**src/include/lbb_pkg.sv**
```systemverilog
// Contract
// - in bridge mode an asserted external interrupt input sets the local interrupt flag
// - a set local interrupt flag raises the host interrupt unless masked
// - configuration mode ignores the host configuration select input
// - configuration mode passes no local bus data to the host
// - configuration mode disables arbitration, width formatting and programmed transaction length
// - configuration accesses use 16-bit address and 16-bit data, never bytes
// - configuration mode ignores the four upper local address lines
// - control register at 0x040, reachable only in bridge mode
// - control register clears on hardware reset, survives software reset
// - control bit 0 drives the local clock pin, else tri-stated
// - control bit 1 enables hold, grant and grant acknowledge handshake
// - hold timer runs only while arbitration is enabled
// - bits 5..2 select ready-ended (0000) or fixed 1..11 clock transactions
// - control bit 6 selects 16-bit (0) or 8-bit (1) data bus
// - bits 11..8 set hold time, 32 clocks doubling up to 1048576
// - hold time runs from grant detection to grant acknowledge release
// - ungranted access requests the bus; granted access proceeds directly if 16 or more hold clocks remain
// - ready must come by the 9th local clock, else error flag
// - strobe style input selects read/write plus data strobe convention
// - ready-ended bridged access over 16 host clocks ends with retry and error flag
// - unsupported byte enable pattern gets target abort and no local cycle
package lbb_pkg;

  // ****************************************************************
  // register map and fields
  // ****************************************************************
  localparam logic [7:0]  LBC_OFFSET       = 8'h40;
  localparam logic [15:0] LBC_RESET        = 16'h0000;
  localparam logic [15:0] LBC_WMASK        = 16'h0F7F;
  localparam int          CLKOE_BIT        = 0;
  localparam int          ARBE_BIT         = 1;
  localparam int          XLEN_LSB         = 2;
  localparam int          WIDTH_BIT        = 6;
  localparam int          HOLDT_LSB        = 8;
  localparam logic [3:0]  XLEN_READY       = 4'h0;
  localparam logic [3:0]  XLEN_MAX         = 4'hB;
  localparam logic [39:0] PIN_IDLE         = 40'hF400000000;

  // ****************************************************************
  // timing counts
  // ****************************************************************
  localparam int          HOLD_BASE_LOCAL_CLK_OUT   = 32;
  localparam int          HOLD_CNT_W       = 21;
  localparam int          HOLD_MARGIN_LOCAL_CLK_OUT = 16;
  localparam int          READY_LIMIT_LOCAL_CLK_OUT = 9;
  localparam int          TIMEOUT_PCLK     = 16;

  // ****************************************************************
  // types
  // ****************************************************************
  typedef enum logic [2:0] {
    ST_IDLE = 3'b001,
    ST_XFER = 3'b010,
    ST_TURN = 3'b100
  } lbb_state_t;

  typedef struct packed {
    logic        req;
    logic        wr;
    logic [19:0] addr;
    logic [3:0]  be_n;
    logic [31:0] wdata;
  } lbb_host_req_t;

  typedef struct packed {
    logic        done;
    logic        retry;
    logic        abort;
    logic [31:0] rdata;
  } lbb_host_ans_t;

  typedef struct packed {
    logic        req;
    logic        wr;
    logic [7:0]  addr;
    logic [15:0] wdata;
  } lbb_reg_req_t;

  typedef struct packed {
    logic        ack;
    logic [15:0] rdata;
  } lbb_reg_ans_t;

  typedef struct packed {
    logic        req;
    logic        wr;
    logic [15:0] addr;
    logic [15:0] wdata;
  } lbb_cfg_acc_t;

  typedef struct packed {
    logic        ok;
    logic        a1;
    logic        a0;
    logic        bhe_n;
    logic [4:0]  shift;
  } lbb_lane_t;

  typedef struct packed {
    logic        cs_n;
    logic        wr_n;
    logic        rd_n;
    logic        irq_n;
    logic        grant;
    logic        ready_n;
    logic        cfg_mode;
    logic        style;
    logic [15:0] addr;
    logic [15:0] data;
  } lbb_pins_t;

  typedef struct packed {
    lbb_pins_t               sync1;
    lbb_pins_t               sync2;
    logic                    cs_prev;
    logic [15:0]             ctrl;
    lbb_state_t              st;
    logic                    local_clk_out;
    logic [3:0]              cnt;
    logic [4:0]              tmo;
    logic                    hold_req;
    logic                    gack;
    logic [HOLD_CNT_W-1:0]   hold_cnt;
    logic                    irq_flag;
    logic                    lbe_flag;
    logic                    irq_out_n;
    lbb_host_ans_t           ans;
    lbb_reg_ans_t            reg_ans;
    lbb_cfg_acc_t            cfg;
    logic                    wr;
    logic                    bus8;
    logic [4:0]              shift;
    logic [19:0]             addr_o;
    logic                    bhe_n;
    logic [15:0]             data_o;
    logic                    cfg_drive;
  } lbb_regs_t;

endpackage

```
**src/logic/lbb_bridge.sv**
```systemverilog
`timescale 1ns/1ps
module lbb_bridge
  import lbb_pkg::*;
#(
  parameter int HOLD_BASE = HOLD_BASE_LOCAL_CLK_OUT
)
(
  input  wire logic          CLK_SYS,
  input  wire logic          RST,
  input  wire logic          SOFT_RST,
  input  wire lbb_host_req_t HOST_REQ,
  output      lbb_host_ans_t HOST_ANS,
  input  wire lbb_reg_req_t  REG_REQ,
  output      lbb_reg_ans_t  REG_ANS,
  input  wire logic          CONFIG_SELECT_IN,
  output      logic          CONFIG_SELECT_EFF,
  output      logic          LOCAL_IRQ_FLAG,
  output      logic          LOCAL_BUS_ERROR_FLAG,
  input  wire logic          IRQ_FLAG_CLR,
  input  wire logic          LBE_FLAG_CLR,
  input  wire logic          IRQ_MASK_REG,
  output      logic          HOST_IRQ_OUT_N,
  input  wire logic          MODE_CONFIG_PIN,
  input  wire logic          STROBE_STYLE_SEL,
  output      logic          LOCAL_CLK_OUT,
  output      logic          LOCAL_CLK_OE,
  output      logic          HOLD_REQUEST_O,
  output      logic          HOLD_REQUEST_OE,
  input  wire logic          HOLD_GRANT_I,
  output      logic          GRANT_ACK_N_O,
  output      logic          GRANT_ACK_N_OE,
  input  wire logic          EXT_READY_N_I,
  input  wire logic          EXT_IRQ_IN_N_I,
  input  wire logic          LOCAL_CS_N_I,
  input  wire logic [19:0]   LOCAL_ADDR_I,
  output      logic [19:0]   LOCAL_ADDR_O,
  output      logic          LOCAL_ADDR_OE,
  input  wire logic [15:0]   LOCAL_DATA_I,
  output      logic [15:0]   LOCAL_DATA_O,
  output      logic [1:0]    LOCAL_DATA_OE,
  output      logic          LOCAL_BYTE_HI_N_O,
  output      logic          LOCAL_BYTE_HI_N_OE,
  input  wire logic          LOCAL_WR_N_I,
  output      logic          LOCAL_WR_N_O,
  output      logic          LOCAL_WR_N_OE,
  input  wire logic          LOCAL_RD_N_I,
  output      logic          LOCAL_RD_N_O,
  output      logic          LOCAL_RD_N_OE,
  output      lbb_cfg_acc_t  CFG_ACC,
  input  wire logic [15:0]   CFG_RDATA
);

  // ****************************************************************
  // byte lane decode
  // ****************************************************************
  // shift is how far the host word moves to land on the local data pins
  function automatic lbb_lane_t lane_decode(input logic [3:0] be_n, input logic bus8);
    lbb_lane_t l;
    l = '0;
    l.bhe_n = 1'b1;
    case (be_n)
      4'hE:
      begin
        l.ok = 1'b1;
      end
      4'hD:
      begin
        l.ok    = 1'b1;
        l.a0    = 1'b1;
        l.bhe_n = bus8;
        l.shift = bus8 ? 5'h08 : 5'h00;
      end
      4'hC:
      begin
        l.ok    = ~bus8;
        l.bhe_n = 1'b0;
      end
      4'hB:
      begin
        l.ok    = 1'b1;
        l.a1    = 1'b1;
        l.shift = 5'h10;
      end
      4'h7:
      begin
        l.ok    = 1'b1;
        l.a1    = 1'b1;
        l.a0    = 1'b1;
        l.bhe_n = bus8;
        l.shift = bus8 ? 5'h18 : 5'h10;
      end
      4'h3:
      begin
        l.ok    = ~bus8;
        l.a1    = 1'b1;
        l.bhe_n = 1'b0;
        l.shift = 5'h10;
      end
      default:
      begin
        l.ok = 1'b0;
      end
    endcase
    return l;
  endfunction

  lbb_regs_t     s_r;
  lbb_regs_t     s_nxt;
  lbb_pins_t     pins_in;
  logic          bridge;
  logic          arb_eff;
  logic          bus8_eff;
  logic [3:0]    xlen;
  logic          grant_in;
  logic          bus_own;
  logic          strobe;
  lbb_lane_t     lane;
  logic [15:0]   rd_word;

  // upper address lines are never sampled, so they cannot disturb a configuration access
  assign pins_in = {LOCAL_CS_N_I, LOCAL_WR_N_I, LOCAL_RD_N_I, EXT_IRQ_IN_N_I, HOLD_GRANT_I,
                    EXT_READY_N_I, MODE_CONFIG_PIN, STROBE_STYLE_SEL, LOCAL_ADDR_I[15:0],
                    LOCAL_DATA_I};

  // ****************************************************************
  // effective controls
  // ****************************************************************
  assign bridge   = ~s_r.sync2.cfg_mode;
  assign arb_eff  = bridge & s_r.ctrl[ARBE_BIT];
  assign bus8_eff = bridge & s_r.ctrl[WIDTH_BIT];
  assign xlen     = bridge ? s_r.ctrl[XLEN_LSB +: 4] : XLEN_READY;
  // strobe style also flips the polarity of the request and grant pins
  assign grant_in = s_r.sync2.style ? ~s_r.sync2.grant : s_r.sync2.grant;
  assign bus_own  = ~arb_eff | s_r.gack;
  assign strobe   = (s_r.st == ST_XFER);
  assign lane     = lane_decode(HOST_REQ.be_n, bus8_eff);
  assign rd_word  = s_r.bus8 ? {8'h00, s_r.sync2.data[7:0]} : s_r.sync2.data;

  // ****************************************************************
  // next state
  // ****************************************************************
  always_comb
  begin
    s_nxt             = s_r;
    s_nxt.sync1       = pins_in;
    s_nxt.sync2       = s_r.sync1;
    s_nxt.cs_prev     = s_r.sync2.cs_n;
    s_nxt.local_clk_out        = ~s_r.local_clk_out;
    s_nxt.ans.done    = 1'b0;
    s_nxt.ans.retry   = 1'b0;
    s_nxt.ans.abort   = 1'b0;
    s_nxt.reg_ans.ack = 1'b0;
    s_nxt.cfg.req     = 1'b0;

    // control register, host side only
    if (REG_REQ.req)
    begin
      s_nxt.reg_ans.ack   = 1'b1;
      s_nxt.reg_ans.rdata = 16'h0000;
      if (bridge && (REG_REQ.addr == LBC_OFFSET))
      begin
        s_nxt.reg_ans.rdata = s_r.ctrl;
        if (REG_REQ.wr)
        begin
          s_nxt.ctrl = REG_REQ.wdata & LBC_WMASK;
        end
      end
    end

    // interrupt and error flags: a set in the clearing cycle wins
    if (IRQ_FLAG_CLR)
    begin
      s_nxt.irq_flag = 1'b0;
    end
    if (bridge && !s_r.sync2.irq_n)
    begin
      s_nxt.irq_flag = 1'b1;
    end
    if (LBE_FLAG_CLR)
    begin
      s_nxt.lbe_flag = 1'b0;
    end
    s_nxt.irq_out_n = ~(s_r.irq_flag & ~IRQ_MASK_REG);

    // arbitration and hold timer
    if (!arb_eff)
    begin
      s_nxt.hold_req = 1'b0;
      s_nxt.gack     = 1'b0;
      s_nxt.hold_cnt = '0;
    end
    else if (s_r.hold_req && grant_in && !s_r.gack)
    begin
      s_nxt.gack     = 1'b1;
      s_nxt.hold_cnt = HOLD_CNT_W'(HOLD_BASE) << s_r.ctrl[HOLDT_LSB +: 4];
    end
    else if (s_r.gack)
    begin
      if (s_r.hold_cnt != '0)
      begin
        if (s_r.local_clk_out)
        begin
          s_nxt.hold_cnt = HOLD_CNT_W'(s_r.hold_cnt - 1'b1);
        end
      end
      else if (s_r.st == ST_IDLE)
      begin
        // expiry waits for a running transaction to finish first
        s_nxt.gack     = 1'b0;
        s_nxt.hold_req = 1'b0;
      end
    end

    // transaction sequencer
    case (s_r.st)
      ST_IDLE:
      begin
        if (HOST_REQ.req)
        begin
          if (!bridge)
          begin
            s_nxt.ans.abort = 1'b1;
          end
          else if (HOST_REQ.be_n == 4'hF)
          begin
            s_nxt.ans.done = 1'b1;
          end
          else if (!lane.ok)
          begin
            s_nxt.ans.abort = 1'b1;
          end
          else if (arb_eff && !(s_r.gack && (s_r.hold_cnt >= HOLD_CNT_W'(HOLD_MARGIN_LOCAL_CLK_OUT))))
          begin
            // retry now and fetch the bus, so the host's next try can proceed
            s_nxt.ans.retry = 1'b1;
            if (!s_r.gack)
            begin
              s_nxt.hold_req = 1'b1;
            end
          end
          else
          begin
            s_nxt.st     = ST_XFER;
            s_nxt.cnt    = 4'h0;
            s_nxt.tmo    = 5'h00;
            s_nxt.wr     = HOST_REQ.wr;
            s_nxt.bus8   = bus8_eff;
            s_nxt.shift  = lane.shift;
            s_nxt.addr_o = {HOST_REQ.addr[19:2], lane.a1, lane.a0};
            s_nxt.bhe_n  = lane.bhe_n;
            s_nxt.data_o = 16'(HOST_REQ.wdata >> lane.shift);
          end
        end
      end
      ST_XFER:
      begin
        s_nxt.tmo = 5'(s_r.tmo + 1'b1);
        if (s_r.local_clk_out && (s_r.tmo != 5'h00))
        begin
          s_nxt.cnt = 4'(s_r.cnt + 1'b1);
        end
        if (xlen == XLEN_READY)
        begin
          if (!s_r.sync2.ready_n)
          begin
            s_nxt.st        = ST_TURN;
            s_nxt.ans.done  = 1'b1;
            s_nxt.ans.rdata = 32'(rd_word) << s_r.shift;
          end
          // 16 host clocks run out before the 9th local clock, so one check covers both
          else if (s_r.tmo == 5'(TIMEOUT_PCLK - 1))
          begin
            s_nxt.st        = ST_TURN;
            s_nxt.ans.retry = 1'b1;
            s_nxt.lbe_flag  = 1'b1;
          end
        end
        // illegal codes are clamped to the longest legal length
        else if (s_r.local_clk_out && (s_r.tmo != 5'h00) &&
                 (4'(s_r.cnt + 1'b1) >= ((xlen > XLEN_MAX) ? XLEN_MAX : xlen)))
        begin
          s_nxt.st        = ST_TURN;
          s_nxt.ans.done  = 1'b1;
          s_nxt.ans.rdata = 32'(rd_word) << s_r.shift;
        end
      end
      ST_TURN:
      begin
        s_nxt.st = ST_IDLE;
      end
      default:
      begin
        s_nxt.st = ST_IDLE;
      end
    endcase

    // configuration port: whole 16-bit words, upper address lines never seen
    if (!bridge)
    begin
      s_nxt.cfg_drive = ~s_r.sync2.cs_n & ~s_r.sync2.rd_n;
      s_nxt.data_o    = CFG_RDATA;
      if (s_r.cs_prev && !s_r.sync2.cs_n)
      begin
        // cs, address and data pass the same two stages, so they are captured from one sample
        s_nxt.cfg.req   = 1'b1;
        s_nxt.cfg.wr    = ~s_r.sync2.wr_n;
        s_nxt.cfg.addr  = s_r.sync2.addr;
        s_nxt.cfg.wdata = s_r.sync2.data;
      end
    end
    else
    begin
      s_nxt.cfg_drive = 1'b0;
    end

    // software reset leaves the control register alone
    if (SOFT_RST)
    begin
      s_nxt.st       = ST_IDLE;
      s_nxt.irq_flag = 1'b0;
      s_nxt.lbe_flag = 1'b0;
      s_nxt.hold_req = 1'b0;
      s_nxt.gack     = 1'b0;
      s_nxt.hold_cnt = '0;
    end
  end

  always_ff @(posedge CLK_SYS)
  begin
    if (RST)
    begin
      s_r           <= '0;
      s_r.ctrl      <= LBC_RESET;
      s_r.sync1     <= PIN_IDLE;
      s_r.sync2     <= PIN_IDLE;
      s_r.st        <= ST_IDLE;
      s_r.irq_out_n <= 1'b1;
      s_r.bhe_n     <= 1'b1;
      s_r.cs_prev   <= 1'b1;
    end
    else
    begin
      s_r <= s_nxt;
    end
  end

  // ****************************************************************
  // outputs
  // ****************************************************************
  assign HOST_ANS             = s_r.ans;
  assign REG_ANS              = s_r.reg_ans;
  assign CFG_ACC              = s_r.cfg;
  assign CONFIG_SELECT_EFF    = CONFIG_SELECT_IN & bridge;
  assign LOCAL_IRQ_FLAG       = s_r.irq_flag;
  assign LOCAL_BUS_ERROR_FLAG = s_r.lbe_flag;
  assign HOST_IRQ_OUT_N       = s_r.irq_out_n;

  // the local clock is the system clock halved, so one local clock is two host clocks
  assign LOCAL_CLK_OUT        = s_r.local_clk_out;
  assign LOCAL_CLK_OE         = bridge & s_r.ctrl[CLKOE_BIT];

  assign HOLD_REQUEST_O       = s_r.sync2.style ? ~s_r.hold_req : s_r.hold_req;
  assign HOLD_REQUEST_OE      = arb_eff;
  assign GRANT_ACK_N_O        = ~s_r.gack;
  assign GRANT_ACK_N_OE       = arb_eff;

  assign LOCAL_ADDR_O         = s_r.addr_o;
  assign LOCAL_ADDR_OE        = bridge & bus_own;
  assign LOCAL_BYTE_HI_N_O    = s_r.bhe_n;
  assign LOCAL_BYTE_HI_N_OE   = bridge & bus_own;
  assign LOCAL_DATA_O         = s_r.data_o;
  assign LOCAL_DATA_OE        = {(strobe & s_r.wr & ~s_r.bus8) | s_r.cfg_drive,
                                 (strobe & s_r.wr) | s_r.cfg_drive};

  // write strobe and read/write level share one equation; the read pin is a data strobe when style is set
  assign LOCAL_WR_N_O         = ~(strobe & s_r.wr);
  assign LOCAL_RD_N_O         = s_r.sync2.style ? ~strobe : ~(strobe & ~s_r.wr);
  assign LOCAL_WR_N_OE        = bridge & bus_own;
  assign LOCAL_RD_N_OE        = bridge & bus_own;

endmodule

```
**config.mk**
```make
export PLATFORM = sky130hd
export DESIGN_NAME = lbb_bridge
export DESIGN_NICKNAME = d
export VERILOG_FILES = /design/src/include/lbb_pkg.sv /design/src/logic/lbb_bridge.sv
export SDC_FILE = /design/constraint.sdc
export NUM_CORES = 1
export LEC_CHECK = 0
export BUFFER_PORTS_ARGS = -buffer_cell sky130_fd_sc_hd__clkbuf_2
export CAP_MARGIN = 10
export CORE_ASPECT_RATIO = 0.6
export CORE_MARGIN = 3
export CORE_UTILIZATION = 42
export DETAILED_ROUTE_END_ITERATION = 6
export PLACE_DENSITY = 0.73
export RECOVER_POWER = 50
export SETUP_SLACK_MARGIN = 0.2
export SLEW_MARGIN = 10
export SYNTH_ARGS = -nofsm -noshare
export SYNTH_HDL_FRONTEND = slang
export SYNTH_SLANG_ARGS = --single-unit
```
**constraint.sdc**
```tcl
create_clock -name CLK_SYS -period 7.3 [get_ports CLK_SYS]
set_input_delay 0.73 -clock CLK_SYS [delete_from_list [all_inputs] [get_ports CLK_SYS]]
set_output_delay 0.73 -clock CLK_SYS [all_outputs]
set_load 0.05 [all_outputs]
```
## After elaboration in Yosys (flattened, before gate mapping)

Index checks and enable logic that the tools add are counted.

- Bits of input ports: 151
- Logic and storage cells: 232
- Register bits: 262
- Output and inout bits: 141

- Shift-type cells: 3
- Bitwise operators: 34
- Magnitude comparators: 3
- Reduce and logical (&&, ||, !) cells: 43
- Add/sub/neg operators: 3
- Eq/ne operators: 22
- Muxes and demuxes: 75

Operators by type and width:

| operator | count |
|---|---|
| 16-bit 2-to-1 mux | 7 |
| 32-bit 2-to-1 mux | 3 |
| 23-bit 2-to-1 mux | 2 |
| 21-bit 2-to-1 mux | 2 |
| 10-bit 2-to-1 mux | 4 |
| 34-bit 2-to-1 mux | 1 |
| 16-bit by 5-bit left shift with 32-bit output | 1 |
| 32-bit by 5-bit >> shifter with 16-bit output | 1 |
| 3-bit 2-to-1 mux | 10 |
| 1-bit 2-to-1 mux | 27 |
| 22-bit 2-to-1 mux | 1 |
| 21-bit by 5-bit greater-or-equal comparator with 1-bit output, second input constant | 1 |
| 1-bit NOT | 21 |
| 21-bit nonzero test | 1 |
| 6-bit by 4-bit left shift with 21-bit output, first input constant | 1 |
| 21-bit by 1-bit subtractor with 21-bit output, second input constant | 1 |
| 4-bit equality test, second input constant | 5 |
| 4-bit 2-to-1 mux | 5 |
| 9-bit case mux with 2 select lines | 1 |
| 2-bit nonzero test | 9 |
| 17-bit 2-to-1 mux | 1 |
| 2-bit != test, second input constant | 8 |
| 5-bit case mux with 3 select lines | 1 |
| 7-bit AND reduction | 2 |
| 32 further kinds | 67 |

## Longest topological paths before layout

Gate-level depths: netlist (run 1).

- Depth in word-level cells: 13
- Gate-level depth with buffers: 12
- Mapped depth without buffers: 9

## Worst setup path after synthesis (run 1)

No wires, ideal clock.

- Kind: reg-to-output
- From: register s_r[168] (netlist name)
- To: output LOCAL_DATA_OE[1]
- Data arrival time: 2.304 ns
- Data required time: 6.570 ns
- Cell stages (with the launch flop): 4
- Buffers on the path: 0
- Path slack: 4.266 ns
- Cell sequence: dfxtp_1 > nor3b_1 > nand2_1 > o21bai_1

- Word-level cells in the longest chain between the ends: 4

Ends and longest elaborated chain:

| element | line | RTL |
|---|---|---|
| start: declaration | lbb_bridge.sv:107 | `lbb_regs_t s_r;` |
| start signal: assignment | lbb_bridge.sv:343 | `s_r <= s_nxt;` |
| 3-bit by 2-bit equality test with 1-bit output | lbb_bridge.sv:135 | `assign strobe = (s_r.st == ST_XFER);` |
| 1-bit bitwise AND (2 in a row) | lbb_bridge.sv:372 | `assign LOCAL_DATA_OE = {(strobe & s_r.wr & ~s_r.bus8) \| s_r.cfg_drive,` |
| 1-bit OR | lbb_bridge.sv:372 |  |
| end: declaration | lbb_bridge.sv:40 | `output logic [1:0] LOCAL_DATA_OE,` |

Every way passes these cells.

## Final worst setup path (run 1)

- From: register s_r[220] (netlist name)
- To: register s_r, in the netlist HOST_ANS[12]

- Word-level cells in the longest chain between the ends: 7
- Elaborated cells between the ends (all ways): 10
- Classes of those cells: order compare: 2; eq/ne: 1; mux: 3; reduce/logical: 4

Ends and longest elaborated chain:

| element | line | RTL |
|---|---|---|
| 4-bit 2-to-1 mux (*) | lbb_bridge.sv:131 | `assign xlen = bridge ? s_r.ctrl[XLEN_LSB +: 4] : XLEN_READY;` |
| 4-bit > comparator | lbb_bridge.sv:280 | `(4'(s_r.cnt + 1'b1) >= ((xlen > XLEN_MAX) ? XLEN_MAX : xlen)))` |
| 4-bit 2-to-1 mux | lbb_bridge.sv:280 |  |
| 4-bit greater-or-equal comparator | lbb_bridge.sv:280 |  |
| 1-bit logical AND | lbb_bridge.sv:279 | `else if (s_r.local_clk_out && (s_r.tmo != 5'h00) &&` |
| 2-bit nonzero test (no source line) | -- |  |
| 3-bit AND reduction (no source line) | -- |  |

Every way passes the cells marked *; elsewhere a longest branch is shown, timed or not.
A chain may end at the register's enable or synchronous reset.

==> summary.txt, run 1 <==
TritonCTS Buffers -> 24
Avg WL per Cell -> 16.99 um
Cell area after synthesis -> 11080 um^2
Ant. Diodes -> 0
Hold Vio Cnt, Final -> 0
Reg2reg end -> HOST_ANS[12]
Global Route Usage Sum -> 19.70%
Fmax -> 0.2211 GHz
Via Count -> 8955
Int Power -> 2.175 mW
Worst Hold Margin -> 0.3884 ns
Mapped Cells -> 1239
Reg2Reg Depth -> 9
Fillcell total -> 2515
Yosys cell types -> 65
Number of DRC markers in iteration 0 -> 742
H-tree depth -> 1
Fraction of layout instances using a drive strength above 1 -> 19.28%
Die ar. -> 28430 um^2
Worst Tran Pin Value -> 3.228 ns
Layout Utilization -> 48.03%
Final std cells w/o fill -> 1721
Sw Ratio -> 24.35%
Total Power -> 2.876 mW
Number of setup buffers added after CTS -> 0
Residual DRC count -> 0
Violated checks -> capacitance limit, slew limit
Area contributors post-synth -> dfxtp_1 (46%), buf_4 (8.5%), a21oi_1 (5.2%), nor2b_1 (4.8%), nand2_1 (4.6%)
Clock share of power -> 41.6%
Setup TNS -> 0 ns
Area share of the largest cell type after synthesis -> 45.88%
CP Capture Type -> register
Area delta synth->final -> 11.03%
Switch Pwr -> 0.7002 mW
RSZ-0062 raised after global routing -> false
Port bufs -> 275
Clock Skew -> 0.007941 ns
Post-Syn Area per Cell -> 8.944 um^2
Drt pass-1 iters -> 5
Worst slew margin -> -115.2%
CTS sink cnt -> 254
Clk Latency, worst-skew pair -> 0.52 ns
Clk buf depth -> 3
Worst setup path class -> register to register
CP required -> 7.71 ns
Gr ovfl total -> 0
I/O Pins -> 292
Count leader, synth -> dfxtp_1
CP endpoint -> HOST_ANS[12]
Global-route wire length before repair -> 45950 um
Startpoint type of the worst setup path -> register
Worst Setup SP -> s_r[220]
Die H -> 131.8 um
Top post-synthesis cells by count -> dfxtp_1 (254), nand2_1 (136), buf_4 (126)
CP arrival -> 4.93 ns
Clock root buffer -> clkbuf_16
Fin crit share -> 61.96%
Sequential power share -> 50.1%
Post-cts sizing count -> 0
Max VDD drop -> 233.3 uV
Pins Over Slew Limit -> 143
Clock slew at reported path FFs -> 0.06 ns
Power share of the combinational group -> 8.3%
Hold Path Class -> primary input to register
YS warnings -> 0
Initial Util -> 43.26%
Post-synth EDFFs -> 0
Via-to-Cell Ratio -> 5.203
Post-DP HPWL -> 20990 um
Pwr/cell area -> 233.7 nW/um^2
Outcome -> finished, violations left
Post-synthesis sequential area ratio -> 45.88%
GPL Wtd Cong -> 0.8816
CTS tree -> yes
Leak Pwr -> 4.678 nW
Residual antenna-violating net count after detailed routing -> 0
Die Span X -> 215.7 um
Asr flop ratio synth -> 0%
Dominant synthesized flop cell -> dfxtp_1
Minimum clock period -> 4.523 ns
Largest net degree at the start of global routing -> 125
Synthesized flop and latch total -> 254
Final nets -> 1514
Worst Path Max Fanout -> 26
Post-Route WL -> 29230 um
Antenna violations before repair -> 2
CTS Hold Bufs -> 0
Hold Startpoint -> IRQ_MASK_REG
Vias in the first global route -> 8444
Largest area contributor in the synthesized netlist -> dfxtp_1
R2r startpoint -> s_r[220]
CORE AREA -> 25620 um^2
Setup-failing EPs final -> 0
Max-Cap Viols -> 3
Dpl cells -> 1679
Reg-to-reg slack, setup -> 2.78 ns
Rows -> 45
## kinds of logic (layout without fill, tap and decap cells)
group / Yosys count / count (layout) / share of synthesized area (%)
other: 1 / 5 / 0.03384
adders and majority gates: 10 / 10 / 1.129
AOI/OAI and AO/OA: 240 / 240 / 13.67
muxes: 54 / 54 / 5.961
xor gates and xnor gates: 9 / 9 / 0.7113
DFF: 254 / 254 / 45.88
and+or+nand+nor: 451 / 451 / 20.53
buffers and inverters: 220 / 346 / 12.08
## per-stage QoR
stage | setup WS, ns | area, um^2
finish | 2.777 | 12300
global route | 2.362 | 12300
CTS | 3.425 | 12460
detailed placement | 3.450 | 11720
global placement | 3.564 | 11720
floorplan | 4.266 | 11100
## state kept, by name, summed over array words and instances, names as in the netlist, 12 cells and up
register      flops
s_r              91
s_nxt            41
HOST_ANS         35
CFG_ACC          34
LOCAL_ADDR_O     20
LOCAL_DATA_O     16
REG_ANS          12
## how the worst min path moves through the flow
stage                           endpoint  slack (ns)  depth (start not counted)
after global placement          s_r[223]        0.39                          1
final                     HOST_IRQ_OUT_N        0.39                          2
after CTS                     s_nxt[224]        0.36                          2
after floorplan                   s_r[0]        0.37                          1
after global routing      HOST_IRQ_OUT_N        0.38                          2
after detailed placement        s_r[223]        0.39                          1
## final cells by class
type	count	area, um^2	share of cell area, %
clock inverters	7	42.54	0.3457
clock buffers	35	703.2	5.715
multi-input cells	769	4679	38.03
repair buffers	281	1267	10.30
inverters	23	86.33	0.7016
well taps	352	440.4	3.579
flip-flops and latches	254	5085	41.33
## critical path, stage by stage (launching register included)
cell	delay, ns
dfxtp_1	0.33
clkbuf_1	1.16
nor2_1	0.13
ha_1	0.33
nand2b_1	0.10
a211o_1	0.13
a21oi_1	0.09
o21ai_1	0.94
nand2_1	0.73
a31o_2	0.45
## power groups by stage
stage	Clock, mW	Combinational [mW]	Sequential, mW
4_1_cts	1.22	0.244	1.44
5_1_grt	1.28	0.259	1.44
2_1_floorplan	0	0.187	1.47
6_report	1.20	0.239	1.44
3_5_place_dp	0	0.243	1.47
3_3_place_gp	0	0.240	1.47
## placed cells by master, fill, tap and decap left out, types with 19 or more instances in the layout
cell type,instances
nor2_1,88
clkbuf_2,152
nor2b_1,85
nor3_1,19
clkbuf_16,25
nand2_1,136
o21ai_0,32
clkbuf_1,130
nand3_1,20
a21oi_1,114
dfxtp_1,254
inv_1,21
mux2i_1,30
## metal layers
metal  track usage (%)  up-vias  share of wire [%]
met4             3.740        4                1.7
li1                  -     4343                  -
met3             5.988       42                9.5
met2             29.38      345                 42
met1             28.36     4221                 46
met5                 0        -              0.072
Power figures use the tool's default switching activity.
==> inputs of run 2 (changes only) <==
Settings changed: PLACE_DENSITY 0.73 to 0.75.
Clock period 7.3 ns to 3.9 ns, I/O delays scaled along.
==> summary.txt, run 2 (same netlist as run 1, synthesis figures left out) <==
CP arrival -> 3.55 ns
CTS tree -> yes
Clock slew at reported path FFs -> 0.06 ns
Dpl cells -> 1682
CTS sink cnt -> 254
Ant. Diodes -> 0
Worst Path Max Fanout -> 18
Worst Tran Pin Value -> 2.726 ns
Vias in the first global route -> 8167
Pre-CTS WS -> 0.2133 ns
Drt pass-1 iters -> 5
Residual antenna-violating net count after detailed routing -> 0
RSZ-0062 raised after global routing -> false
Area delta synth->final -> 11.74%
Die ar. -> 28430 um^2
Highest metal used -> met4
Global-route wire length before repair -> 44780 um
Via Count -> 8853
Via-to-Cell Ratio -> 5.132
Clk buf depth -> 3
Final nets -> 1517
Metal3 WL -> 2697 um
Clock Skew -> 0.01013 ns
I/O Pins -> 292
Setup TNS -> 0 ns
Violated checks -> capacitance limit, slew limit
DR WL met2 -> 11490 um
Setup-failing EPs final -> 0
Clk Latency, worst-skew pair -> 0.53 ns
Rows -> 45
Global Route Usage Sum -> 19.22%
Die Span X -> 215.7 um
GPL Wtd Cong -> 0.8496
Largest net degree at the start of global routing -> 146
Pins Over Slew Limit -> 146
Die H -> 131.8 um
Total Power -> 5.444 mW
Post-Route WL -> 29020 um
Port bufs -> 275
Pwr/cell area -> 439.6 nW/um^2
Fin crit share -> 83.87%
Worst Setup SP -> s_r[173]
Number of DRC markers in iteration 0 -> 677
Top reg by flops -> s_r
Final std cells w/o fill -> 1725
Avg WL per Cell -> 16.82 um
Residual DRC count -> 0
CORE AREA -> 25620 um^2
Leak Pwr -> 4.755 nW
Hold Vio Cnt, Final -> 0
CP Capture Type -> register
Max-Cap Viols -> 1
Startpoint type of the worst setup path -> register
DP Area -> 11750 um^2
Minimum clock period -> 3.271 ns
Number of setup buffers added after CTS -> 0
Max VDD drop -> 383.5 uV
Hold Startpoint -> IRQ_MASK_REG
CTS Hold Bufs -> 0
Reg area -> 5085 um^2
Final instance area -> 12380 um^2
Fmax -> 0.3057 GHz
Outcome -> finished, violations left
Most frequent cells in the layout -> dfxtp_1 (254), clkbuf_2 (167), nand2_1 (136)
Commonest non-fill, non-tap cell in the layout -> dfxtp_1
CP required -> 4.18 ns
Hold Path Class -> primary input to register
Met1 wire length -> 14350 um
H-tree depth -> 1
Area of the multi-input gates -> 4683 um^2
Worst slew margin -> -81.73%
Max reg flops -> 91
Fraction of layout instances using a drive strength above 1 -> 20.90%
Clock root buffer -> clkbuf_16
R2r startpoint -> s_r[173]
Post-cts sizing count -> 0
TritonCTS Buffers -> 24
Post-DP HPWL -> 21140 um
Antenna violations before repair -> 1
Worst setup path class -> register to register
Final WS setup -> 0.6291 ns
Fillcell total -> 2468
Initial Util -> 43.26%
Gr ovfl total -> 0
[run 2: changes by cell type in the layout (fill, tap and decap cells not counted), moves of 2 or more]
cell / previous run / this run
clkbuf_1: 130 / 113
clkbuf_2: 152 / 167
buf_4: 4 / 7
clkinvlp_4: 0 / 2
[run 2: cell type report]
cell class,instances,area share [%]
multi-input cells,769,37.82
clock inverters,10,0.7679
clock buffers,33,5.527
repair buffers,284,10.57
inverters,23,0.6972
well taps,352,3.557
flip-flops and latches,254,41.06
[run 2: path summary, 6_finish.rpt]
| kind | end | depth (start not counted) | slack, ns |
|---|---|---|---|
| min reg2reg | s_r[225] | 1 | 0.41 |
| min | HOST_IRQ_OUT_N | 2 | 0.04 |
| max reg2reg | HOST_ANS[17] | 5 | 0.63 |
| max | HOST_ANS[17] | 5 | 0.63 |
[run 2: critical path, stage by stage (launching register included)]
cell and delay, ns:
dfxtp_1 0.38, o41ai_1 1.02, inv_1 0.19, o21a_1 0.40
nor2_1 0.86, a211oi_1 0.16
[run 2: report_power, final]
group          internal [mW]  total, mW  switching [mW]
clock network           1.30       2.30            1.00
registers               2.66       2.69          0.0330
logic                  0.163      0.448           0.285
total                   4.12       5.44            1.32
[run 2: metrics by stage]
stage | util, % | hold slack, ns
global route | 48.34 | 0.02562
finish | 48.34 | 0.03974
detailed placement | 45.87 | 0.3923
floorplan | - | 0.3726
global placement | 45.87 | 0.3916
CTS | 48.91 | 0.01934
[run 2: metal layers]
metal | track usage (%) | vias up
li1 | - | 4345
met1 | 29.90 | 4134
met2 | 26.61 | 343
met3 | 5.044 | 31
met4 | 3.410 | 0
met5 | 0 | -
